File: src/pkg/mitu_params.svh
// constants for the machine interrupt and timer unit
`ifndef MITU_PARAMS_SVH
`define MITU_PARAMS_SVH

// interrupt bit positions within the pending and enable layout
`define MITU_BIT_USI 4'h0
`define MITU_BIT_SSI 4'h1
`define MITU_BIT_MSI 4'h3
`define MITU_BIT_UTI 4'h4
`define MITU_BIT_STI 4'h5
`define MITU_BIT_MTI 4'h7
`define MITU_BIT_UEI 4'h8
`define MITU_BIT_SEI 4'h9
`define MITU_BIT_MEI 4'hb

// width of the standard interrupt field
`define MITU_NBITS 12

// level groups of the standard field
`define MITU_MASK_M 12'h888
`define MITU_MASK_S 12'h222
`define MITU_MASK_U 12'h111

// bits writable through the machine pending view, and through lower views
`define MITU_M_PEND_WMASK 12'h333
`define MITU_SIP_WMASK 12'h003
`define MITU_UIP_WMASK 12'h001

// memory-mapped word indices
`define MITU_MM_SOFT 3'h0
`define MITU_MM_TIME_LO 3'h1
`define MITU_MM_TIME_HI 3'h2
`define MITU_MM_CMP_LO 3'h3
`define MITU_MM_CMP_HI 3'h4

// reset values
`define MITU_TIME_RESET 64'h0000_0000_0000_0000
`define MITU_CMP_RESET 64'hffff_ffff_ffff_ffff
`define MITU_ZERO32 32'h0000_0000
`define MITU_ZERO12 12'h000

`endif

File: src/pkg/mitu_pkg.sv
// types for the machine interrupt and timer unit
package mitu_pkg;

	typedef enum logic [1:0] {
		MITU_PRIV_U = 2'b00,
		MITU_PRIV_S = 2'b01,
		MITU_PRIV_M = 2'b11
	} mitu_priv_e;

	typedef enum logic [2:0] {
		MITU_SEL_M_PEND = 3'b000,
		MITU_SEL_M_EN = 3'b001,
		MITU_SEL_DELEG = 3'b010,
		MITU_SEL_SIP = 3'b011,
		MITU_SEL_SIE = 3'b100,
		MITU_SEL_UIP = 3'b101,
		MITU_SEL_UIE = 3'b110
	} mitu_csr_sel_e;

	typedef enum logic [1:0] {
		MITU_OP_READ = 2'b00,
		MITU_OP_SWAP = 2'b01,
		MITU_OP_SET = 2'b10,
		MITU_OP_CLEAR = 2'b11
	} mitu_csr_op_e;

	typedef struct packed {
		logic valid;
		mitu_csr_sel_e sel;
		mitu_csr_op_e op;
		logic [31:0] wdata;
	} mitu_csr_req_s;

	typedef struct packed {
		logic ack;
		logic denied;
		logic [31:0] rdata;
	} mitu_csr_rsp_s;

	typedef struct packed {
		logic valid;
		logic write;
		logic [2:0] word;
		logic [31:0] wdata;
	} mitu_mm_req_s;

	typedef struct packed {
		logic ack;
		logic [31:0] rdata;
	} mitu_mm_rsp_s;

	typedef struct packed {
		mitu_priv_e priv;
		logic m_ie;
		logic s_ie;
		logic u_ie;
	} mitu_hart_s;

	typedef struct packed {
		logic valid;
		mitu_priv_e mode;
		logic [3:0] num;
	} mitu_irq_s;

endpackage

File: src/core/mitu_core.sv
// machine interrupt and timer unit: pending/enable/delegation, priority, wall clock timer
//
// Contract
// - machine pending view writes only lower software, timer, external bits.
// - delegated bits show in lower views; undelegated view bits read zero.
// - enable layout: external 11/9/8, timer 7/5/4, software 3/1/0; 10,6,2 reserved.
// - machine timer pending read-only; cleared by a compare register write or a counter write below compare.
// - supervisor and user timer pending bits writable by machine software.
// - lower software pending bits accessible at their level or higher.
// - machine software pending set and cleared only by memory-mapped register.
// - machine external pending is read-only and follows the controller level.
// - supervisor/user external request is software bit OR controller signal.
// - reads return ORed external bit; set/clear use software bit only.
// - non-maskable interrupt never appears in the pending register.
// - bits of unsupported levels hardwired to zero.
// - bits 16 up unused here; 15-12, 10, 6, 2 stay reserved zero.
// - take interrupt only when pending, enabled and globally enabled.
// - undelegated: enabled below machine, or machine with machine enable.
// - delegated: enabled at delegated mode with its enable, or below it.
// - highest destination privilege mode is served first.
// - within a mode order is MEI MSI MTI SEI SSI STI UEI USI UTI.
// - 64-bit memory-mapped read-write wall clock counter at constant rate.
// - timer pending while counter not below 64-bit compare value.
// - counter and compare writes reach timer pending after some cycles.
// - each compare write changes one 32-bit half only.
// - delegation register uses the pending register bit layout.
`timescale 1ns/10ps
`include "mitu_params.svh"

module mitu_core #(
	parameter bit SUPPORT_S = 1'b1,
	parameter bit SUPPORT_U_IRQ = 1'b1
) (
	input wire logic clk_i,
	input wire logic rst_n_i,
	input wire mitu_pkg::mitu_csr_req_s csr_req_i,
	output mitu_pkg::mitu_csr_rsp_s csr_rsp_o,
	input wire mitu_pkg::mitu_mm_req_s mm_req_i,
	output mitu_pkg::mitu_mm_rsp_s mm_rsp_o,
	input wire mitu_pkg::mitu_hart_s hart_i,
	input wire logic ext_m_irq_i,
	input wire logic ext_s_irq_i,
	input wire logic ext_u_irq_i,
	input wire logic rtc_tick_i,
	output mitu_pkg::mitu_irq_s irq_o
);
	import mitu_pkg::*;

	localparam int NB = `MITU_NBITS;
	localparam int NPRIO = 9;
	localparam logic [3:0] PRIO [NPRIO] = '{
		`MITU_BIT_MEI, `MITU_BIT_MSI, `MITU_BIT_MTI,
		`MITU_BIT_SEI, `MITU_BIT_SSI, `MITU_BIT_STI,
		`MITU_BIT_UEI, `MITU_BIT_USI, `MITU_BIT_UTI
	};
	localparam logic [NB-1:0] ZERO_NB = `MITU_ZERO12;
	// implemented bits, unsupported levels stay zero
	localparam logic [NB-1:0] IMPL = `MITU_MASK_M |
		(SUPPORT_S ? `MITU_MASK_S : ZERO_NB) |
		(SUPPORT_U_IRQ ? `MITU_MASK_U : ZERO_NB);
	localparam logic [NB-1:0] DELEG_OK = IMPL & ~`MITU_MASK_M;
	// delegated interrupts land in supervisor if present, else user
	localparam mitu_priv_e DLG_MODE = SUPPORT_S ? MITU_PRIV_S : MITU_PRIV_U;

	// field must hold every standard bit and still fit the 32-bit data word
	if ((NB <= `MITU_BIT_MEI) || (NB > 32)) begin : g_bad_width
		$error("mitu_core: standard field width cannot serve the interrupt layout");
	end

	// delegation needs a lower level to land in
	if (!SUPPORT_S && !SUPPORT_U_IRQ && (DELEG_OK != ZERO_NB)) begin : g_bad_cfg
		$error("mitu_core: delegation mask inconsistent with configuration");
	end

	// input synchronisers
	logic [3:0] sync_a;
	logic [3:0] sync_b;
	logic tick_prev;
	logic machine_ext_pending;
	logic super_ext_pending_ext;
	logic user_ext_pending_ext;
	logic tick_pulse;

	always_ff @(posedge clk_i) begin
		if (!rst_n_i) begin
			sync_a <= 4'h0;
			sync_b <= 4'h0;
			tick_prev <= 1'b0;
		end else begin
			sync_a <= {rtc_tick_i, ext_u_irq_i, ext_s_irq_i, ext_m_irq_i};
			sync_b <= sync_a;
			tick_prev <= sync_b[3];
		end
	end

	assign machine_ext_pending = sync_b[0];
	assign super_ext_pending_ext = sync_b[1];
	assign user_ext_pending_ext = sync_b[2];
	assign tick_pulse = sync_b[3] & ~tick_prev;

	// state
	logic [NB-1:0] sw_pend;
	logic [NB-1:0] enable;
	logic [NB-1:0] deleg;
	logic machine_soft_pending;
	logic machine_timer_pending;
	logic [63:0] wall_clock_counter;
	logic [63:0] wall_clock_compare;

	// hardware-driven pending bits
	logic [NB-1:0] hw_vec;
	always_comb begin
		hw_vec = ZERO_NB;
		hw_vec[`MITU_BIT_MEI] = machine_ext_pending;
		hw_vec[`MITU_BIT_MSI] = machine_soft_pending;
		hw_vec[`MITU_BIT_MTI] = machine_timer_pending;
		hw_vec[`MITU_BIT_SEI] = super_ext_pending_ext;
		hw_vec[`MITU_BIT_UEI] = user_ext_pending_ext;
	end

	// no nmi term enters the pending vector
	logic [NB-1:0] pend_vec;
	assign pend_vec = (sw_pend | hw_vec) & IMPL;

	// csr view decode
	logic csr_is_pend;
	logic csr_is_en;
	logic csr_is_deleg;
	logic csr_allowed;
	logic [NB-1:0] view_mask;
	logic [NB-1:0] pend_wmask;

	assign csr_is_pend = (csr_req_i.sel == MITU_SEL_M_PEND) || (csr_req_i.sel == MITU_SEL_SIP) ||
		(csr_req_i.sel == MITU_SEL_UIP);
	assign csr_is_en = (csr_req_i.sel == MITU_SEL_M_EN) || (csr_req_i.sel == MITU_SEL_SIE) ||
		(csr_req_i.sel == MITU_SEL_UIE);
	assign csr_is_deleg = (csr_req_i.sel == MITU_SEL_DELEG);

	always_comb begin
		csr_allowed = 1'b0;
		view_mask = ZERO_NB;
		pend_wmask = ZERO_NB;
		case (csr_req_i.sel)
			MITU_SEL_M_PEND, MITU_SEL_M_EN, MITU_SEL_DELEG: begin
				csr_allowed = (hart_i.priv == MITU_PRIV_M);
				view_mask = IMPL;
				pend_wmask = `MITU_M_PEND_WMASK & IMPL;
			end
			MITU_SEL_SIP, MITU_SEL_SIE: begin
				csr_allowed = SUPPORT_S && (hart_i.priv != MITU_PRIV_U);
				view_mask = deleg & IMPL;
				pend_wmask = `MITU_SIP_WMASK & deleg & IMPL;
			end
			MITU_SEL_UIP, MITU_SEL_UIE: begin
				csr_allowed = SUPPORT_U_IRQ;
				view_mask = deleg & `MITU_MASK_U & IMPL;
				pend_wmask = `MITU_UIP_WMASK & deleg & IMPL;
			end
			default: begin
				csr_allowed = 1'b0;
				view_mask = ZERO_NB;
				pend_wmask = ZERO_NB;
			end
		endcase
	end

	// read value and read-modify-write base
	logic [NB-1:0] csr_read_val;
	logic [NB-1:0] rmw_old;
	logic [NB-1:0] rmw_new;
	logic [NB-1:0] csr_wdata_nb;
	logic csr_do;
	logic csr_write;

	assign csr_read_val = csr_is_deleg ? deleg :
		csr_is_en ? (enable & view_mask) : (pend_vec & view_mask);
	// pending rmw uses only software bits, never the controller level
	assign rmw_old = csr_is_deleg ? deleg :
		csr_is_en ? (enable & view_mask) : (sw_pend & view_mask);
	assign csr_wdata_nb = csr_req_i.wdata[NB-1:0];
	assign rmw_new = (csr_req_i.op == MITU_OP_SWAP) ? csr_wdata_nb :
		(csr_req_i.op == MITU_OP_SET) ? (rmw_old | csr_wdata_nb) :
		(rmw_old & ~csr_wdata_nb);
	assign csr_do = csr_req_i.valid && csr_allowed;
	assign csr_write = csr_do && (csr_req_i.op != MITU_OP_READ);

	logic [NB-1:0] next_sw_pend;
	logic [NB-1:0] next_enable;
	logic [NB-1:0] next_deleg;
	logic [NB-1:0] en_wmask;

	assign en_wmask = csr_is_en ? view_mask : ZERO_NB;
	assign next_sw_pend = (csr_write && csr_is_pend) ?
		((sw_pend & ~pend_wmask) | (rmw_new & pend_wmask)) : sw_pend;
	assign next_enable = csr_write ?
		((enable & ~en_wmask) | (rmw_new & en_wmask)) : enable;
	assign next_deleg = (csr_write && csr_is_deleg) ? (rmw_new & DELEG_OK) : deleg;

	always_ff @(posedge clk_i) begin
		if (!rst_n_i) begin
			sw_pend <= ZERO_NB;
			enable <= ZERO_NB;
			deleg <= ZERO_NB;
		end else begin
			sw_pend <= next_sw_pend;
			enable <= next_enable;
			deleg <= next_deleg;
		end
	end

	always_ff @(posedge clk_i) begin
		if (!rst_n_i) begin
			csr_rsp_o <= '0;
		end else begin
			csr_rsp_o.ack <= csr_req_i.valid;
			csr_rsp_o.denied <= csr_req_i.valid && !csr_allowed;
			csr_rsp_o.rdata <= csr_do ? {{(32-NB){1'b0}}, csr_read_val} : `MITU_ZERO32;
		end
	end

	// memory-mapped software interrupt and timer
	logic mm_wr;
	logic wr_soft;
	logic wr_time_lo;
	logic wr_time_hi;
	logic wr_cmp_lo;
	logic wr_cmp_hi;
	logic [63:0] time_inc;
	logic [63:0] next_counter;
	logic [63:0] next_compare;
	logic [31:0] mm_read_val;

	assign mm_wr = mm_req_i.valid && mm_req_i.write;
	assign wr_soft = mm_wr && (mm_req_i.word == `MITU_MM_SOFT);
	assign wr_time_lo = mm_wr && (mm_req_i.word == `MITU_MM_TIME_LO);
	assign wr_time_hi = mm_wr && (mm_req_i.word == `MITU_MM_TIME_HI);
	assign wr_cmp_lo = mm_wr && (mm_req_i.word == `MITU_MM_CMP_LO);
	assign wr_cmp_hi = mm_wr && (mm_req_i.word == `MITU_MM_CMP_HI);

	assign time_inc = tick_pulse ? (wall_clock_counter + 64'h0000_0000_0000_0001) :
		wall_clock_counter;
	// a write to either half wins over the tick for that half in the same cycle; the other half still takes the tick
	assign next_counter = wr_time_lo ? {time_inc[63:32], mm_req_i.wdata} :
		wr_time_hi ? {mm_req_i.wdata, time_inc[31:0]} : time_inc;
	assign next_compare = wr_cmp_lo ? {wall_clock_compare[63:32], mm_req_i.wdata} :
		wr_cmp_hi ? {mm_req_i.wdata, wall_clock_compare[31:0]} :
		wall_clock_compare;

	always_comb begin
		case (mm_req_i.word)
			`MITU_MM_SOFT: mm_read_val = {31'h0000_0000, machine_soft_pending};
			`MITU_MM_TIME_LO: mm_read_val = wall_clock_counter[31:0];
			`MITU_MM_TIME_HI: mm_read_val = wall_clock_counter[63:32];
			`MITU_MM_CMP_LO: mm_read_val = wall_clock_compare[31:0];
			`MITU_MM_CMP_HI: mm_read_val = wall_clock_compare[63:32];
			default: mm_read_val = `MITU_ZERO32;
		endcase
	end

	always_ff @(posedge clk_i) begin
		if (!rst_n_i) begin
			machine_soft_pending <= 1'b0;
			wall_clock_counter <= `MITU_TIME_RESET;
			wall_clock_compare <= `MITU_CMP_RESET;
			machine_timer_pending <= 1'b0;
		end else begin
			if (wr_soft) begin
				machine_soft_pending <= mm_req_i.wdata[0];
			end
			wall_clock_counter <= next_counter;
			wall_clock_compare <= next_compare;
			// compare of stored values: reflects writes one cycle late
			// a counter write below compare also drops the level
			machine_timer_pending <= (wall_clock_counter >= wall_clock_compare);
		end
	end

	always_ff @(posedge clk_i) begin
		if (!rst_n_i) begin
			mm_rsp_o <= '0;
		end else begin
			mm_rsp_o.ack <= mm_req_i.valid;
			mm_rsp_o.rdata <= (mm_req_i.valid && !mm_req_i.write) ? mm_read_val : `MITU_ZERO32;
		end
	end

	// global enables per destination mode
	logic gie_m;
	logic gie_dlg;
	logic priv_below_dlg;

	assign gie_m = (hart_i.priv != MITU_PRIV_M) || hart_i.m_ie;
	assign priv_below_dlg = (DLG_MODE == MITU_PRIV_S) && (hart_i.priv == MITU_PRIV_U);
	assign gie_dlg = ((hart_i.priv == DLG_MODE) &&
		((DLG_MODE == MITU_PRIV_S) ? hart_i.s_ie : hart_i.u_ie)) ||
		priv_below_dlg;

	logic [NB-1:0] avail;
	logic [NB-1:0] take_m;
	logic [NB-1:0] take_d;

	assign avail = pend_vec & enable & IMPL;
	assign take_m = avail & ~deleg & {NB{gie_m}};
	assign take_d = avail & deleg & {NB{gie_dlg}};

	function automatic logic [4:0] pick_first(input logic [NB-1:0] v);
		logic [4:0] r;
		r = 5'h00;
		for (int k = NPRIO - 1; k >= 0; k--) begin
			if (v[PRIO[k]]) begin
				r = {1'b1, PRIO[k]};
			end
		end
		return r;
	endfunction

	logic [4:0] pick_m;
	logic [4:0] pick_d;
	mitu_irq_s next_irq;

	assign pick_m = pick_first(take_m);
	assign pick_d = pick_first(take_d);

	always_comb begin
		next_irq = '0;
		if (pick_m[4]) begin
			next_irq.valid = 1'b1;
			next_irq.mode = MITU_PRIV_M;
			next_irq.num = pick_m[3:0];
		end else if (pick_d[4]) begin
			next_irq.valid = 1'b1;
			next_irq.mode = DLG_MODE;
			next_irq.num = pick_d[3:0];
		end
	end

	always_ff @(posedge clk_i) begin
		if (!rst_n_i) begin
			irq_o <= '0;
		end else begin
			irq_o <= next_irq;
		end
	end

endmodule // mitu_core

File: config.mk
export PLATFORM = sky130hd
export DESIGN_NAME = mitu_core
export DESIGN_NICKNAME = d
export VERILOG_FILES = /design/src/pkg/mitu_pkg.sv /design/src/core/mitu_core.sv
export VERILOG_INCLUDE_DIRS = /design/src /design/src/pkg
export SDC_FILE = /design/constraint.sdc
export NUM_CORES = 1
export LEC_CHECK = 0
export BUFFER_PORTS_ARGS = -buffer_cell sky130_fd_sc_hd__buf_2
export CAP_MARGIN = 20
export CELL_PAD_IN_SITES_DETAIL_PLACEMENT = 0
export CELL_PAD_IN_SITES_GLOBAL_PLACEMENT = 1
export CORE_ASPECT_RATIO = 1.1
export CORE_MARGIN = 1.5
export CORE_UTILIZATION = 47
export CTS_CLUSTER_SIZE = 28
export DETAILED_ROUTE_END_ITERATION = 7
export GPL_TIMING_DRIVEN = 0
export PLACE_DENSITY_LB_ADDON = 0.1
export SKIP_CTS_REPAIR_TIMING = 1
export SYNTH_ARGS = -nofsm -noshare
export SYNTH_HDL_FRONTEND = slang
export SYNTH_SLANG_ARGS = --single-unit
File: constraint.sdc
create_clock -name clk_i -period 3.56 [get_ports clk_i]
set_input_delay 1.068 -clock clk_i [delete_from_list [all_inputs] [get_ports clk_i]]
set_output_delay 1.068 -clock clk_i [all_outputs]
set_load 0.03 [all_outputs]
==> results.py <==
metrics = {
    "setup_path": {
        "cpMostUsedCell": "clkbuf_1",
        "r2r_worst_path_depth": 6,
        "crit_chain": "clkbuf_1 > nor2_1 > and2_1 > clkbuf_1 > and3_1 > clkbuf_1 > buf_1 > nand2_1 > o211ai_1",
        "worst-endpoint-required_ps": 4000,
        "end_kind": "flip-flop",
        "critical_path.max_stage_delay_ps": 630,
        "critPathSlowestCell": "buf_1",
        "reg2reg_slack_ps": 760,
        "crit_family": "buffers and inverters",
        "reg2reg_to": "machine_timer_pending",
        "critical_path_class": "input pin to flip-flop",
        "worst-path-buf-inv": 4,
        "worst_ep_arrival_time_ps": 3360,
        "timing.critical_path.depth": 9,
        "startpoint_class_of_the_critical_path": "input pin",
        "cp_max_fo": 10,
        "r2r_start": "wall_clock_counter[61]",
    },
    "sta": {
        "final-max-slew-violation-count": 0,
        "period_minus_slack_ps": 2920,
        "worst-slew-pin-transition_ps": 958,
        "finalSetupViolations": 0,
        "period_share_pct": 82.0,
        "fin_hold_ws_ps": 439,
        "timing.max_slew.rel_slack_pct": 35.6,
        "totalNegativeSetupSlack_ps": 0,
        "report.final.hold_viol_count": 0,
        "worst_clock_skew_ps": 19.2,
        "grt_setup_unrepaired": "false",
        "max_clock_freq_ghz": 0.343,
    },
    "placement": {
        "globalplace.congestion": 0.918,
        "placed_cells": 1806,
        "hpwl_um": 27900,
        "buffer_ports.inserted": 108,
    },
    "global_route": {
        "first_global_vias": 10165,
        "total_global_routing_overflow": 0,
        "gr-usage-all-layers_pct": 29.6,
        "global_route_wire_length_before_repair_um": 58200,
        "antenna_violations_before_repair": 1,
        "grt_start_max_net_pins": 13,
    },
    "logic_synthesis": {
        "synth.top_cell.area_share_pct": 36.7,
        "synth_seq_area_share_pct": 36.7,
        "yosys_warnings": 0,
        "yosys.cell_count.top_type": "dfxtp_1",
        "yosys_register_bits": 210,
        "ys_top_cells_by_area": "dfxtp_1, ha_1, a21oi_1",
        "synth_flop_cell": "dfxtp_1",
        "netlist_instances": 1371,
        "postSynth.asyncResetShare_pct": 0,
        "synth.cell_area_sq_um": 11400,
        "synth.largest_area_cell": "dfxtp_1",
        "post_synth.cell_area_avg_sq_um": 8.35,
        "synth_cell_types": 77,
        "synthTopCellsByCount": "dfxtp_1, nand2_1, a21oi_1",
        "synth_enable_flop_cells": 0,
    },
    "finish": {
        "post_route_cells_drive_above_1_share_pct": 13.4,
        "final_core_util_pct": 55.7,
        "nNetsFinal": 1678,
        "num_antenna_cells": 0,
        "final_cells": 1848,
        "layout-area-overhead-vs-synth_pct": 15.7,
    },
    "hold_path": {
        "whs_path_depth": 1,
        "worst_hold_path.endpoint": "sync_b[0]",
        "worst_hold_startpoint": "sync_a[0]",
        "min-delay-path-class": "flip-flop to flip-flop",
    },
    "die": {
        "floorplan.die_area_sq_um": 25300,
        "initial_core_util_pct": 48.1,
        "io-pin-count": 160,
        "die_w_um": 152,
        "die-height_um": 167,
        "row_count": 59,
        "coreArea_sq_um": 23800,
    },
    "clock_network": {
        "clk_transition_reported_paths_ps": 60,
        "tritoncts.num_buffers": 24,
        "clock_insertion_delay_worst_skew_ps": 530,
        "numClockSinks": 210,
        "h-tree-depth": 1,
        "root_buffer": "clkbuf_16",
        "ctsLongestPathBuffers": 3,
        "tritoncts": "yes",
    },
    "run": {
        "timing.max_cap.violations": 0,
    },
    "run_status": {
        "run_status": "finished clean",
    },
    "drt": {
        "detailedRoute.firstIterationViolations": 898,
        "via_per_inst": 5.86,
        "antenna_left": 0,
        "detail_route.drc_violations": 0,
        "via_count": 10829,
        "drt_first_pass_iters": 6,
        "finalWirelength_um": 37600,
        "routed_wire_length_per_instance_um": 20.3,
    },
    "power": {
        "vdd_ir_drop_max_v": 0.000343,
        "leakage_uw": 0.00566,
        "report.power.total_uw": 5450,
        "power.density_nw_per_um2": 412,
    },
}
## flip-flops by register name (all words and copies together), names as in the netlist, 4 cells and up, named ones only
signal and flops:
wall_clock_compare 64, wall_clock_counter 64, mm_rsp_o 33, csr_rsp_o 11, deleg 6, irq_o 6
sync_a 4, sync_b 4
## metal layers
metal / routed length (um) / GRT usage (%) / up-vias
li1: - / - / 5215
met1: 16700 / 41.2 / 5148
met2: 17100 / 47.4 / 395
met3: 2710 / 3.89 / 69
met4: 1020 / 8.49 / 2
met5: 13 / 0 / -
## layout make-up
class                   count  area (sq um)
clock buffers              38           724
multi-input cells         996          6500
well taps                 305           382
inverters                  81           304
repair buffers            108           541
clock inverters             4          70.1
flip-flops and latches    210          4200
plain buffers             106           520
fillers                  2331         10500
## kinds of logic after synthesis
| logic type | Yosys count | synth area share [%] |
|---|---|---|
| compound gates | 410 | 23.0 |
| xor+xnor | 69 | 5.28 |
| fa+ha+maj | 65 | 7.11 |
| buf+inv | 187 | 7.21 |
| flops | 210 | 36.7 |
| mux | 14 | 1.24 |
| other cells | 1 | 0.0328 |
| simple gates | 415 | 19.4 |
## worst register-to-register path, cell delays in order, from the launching register on
cell and delay, ps:
dfxtp_1 430, ha_1 270, and3_1 230, a221oi_1 340
o21ai_0 230, a2111oi_0 850, o2111ai_1 270
## worst max-delay path by stage
| stage | endpoint | from |
|---|---|---|
| finish | wall_clock_compare[38] | mm_req_i[32] |
| global route | machine_timer_pending | wall_clock_counter[61] |
| CTS | wall_clock_compare[38] | mm_req_i[32] |
| detailed placement | wall_clock_compare[38] | mm_req_i[32] |
| global placement | wall_clock_compare[38] | mm_req_i[32] |
| floorplan | wall_clock_compare[10] | mm_req_i[32] |
## power by group
part	switching, uW	internal, uW
Sequential	46.6	2400
Clock	1000	1530
Combinational	320	160
## cells in the final DEF (no fill, tap or decap), types with 39 or more instances in the layout
cell type / count
a21oi_1: 111
o21ai_0: 81
nand2_1: 141
buf_2: 116
ha_1: 65
xnor2_1: 55
a22oi_1: 65
inv_1: 81
nor2_1: 67
o211ai_1: 67
clkbuf_1: 67
nand3_1: 39
dfxtp_1: 210
## stage by stage
stage	setup WS [ps]	instance area (sq um)
floorplan	1020	11500
global placement	185	12400
detailed placement	173	12400
CTS	705	13200
global route	546	13200
finish	641	13200
No activity file was read; power rests on OpenSTA's default activity.
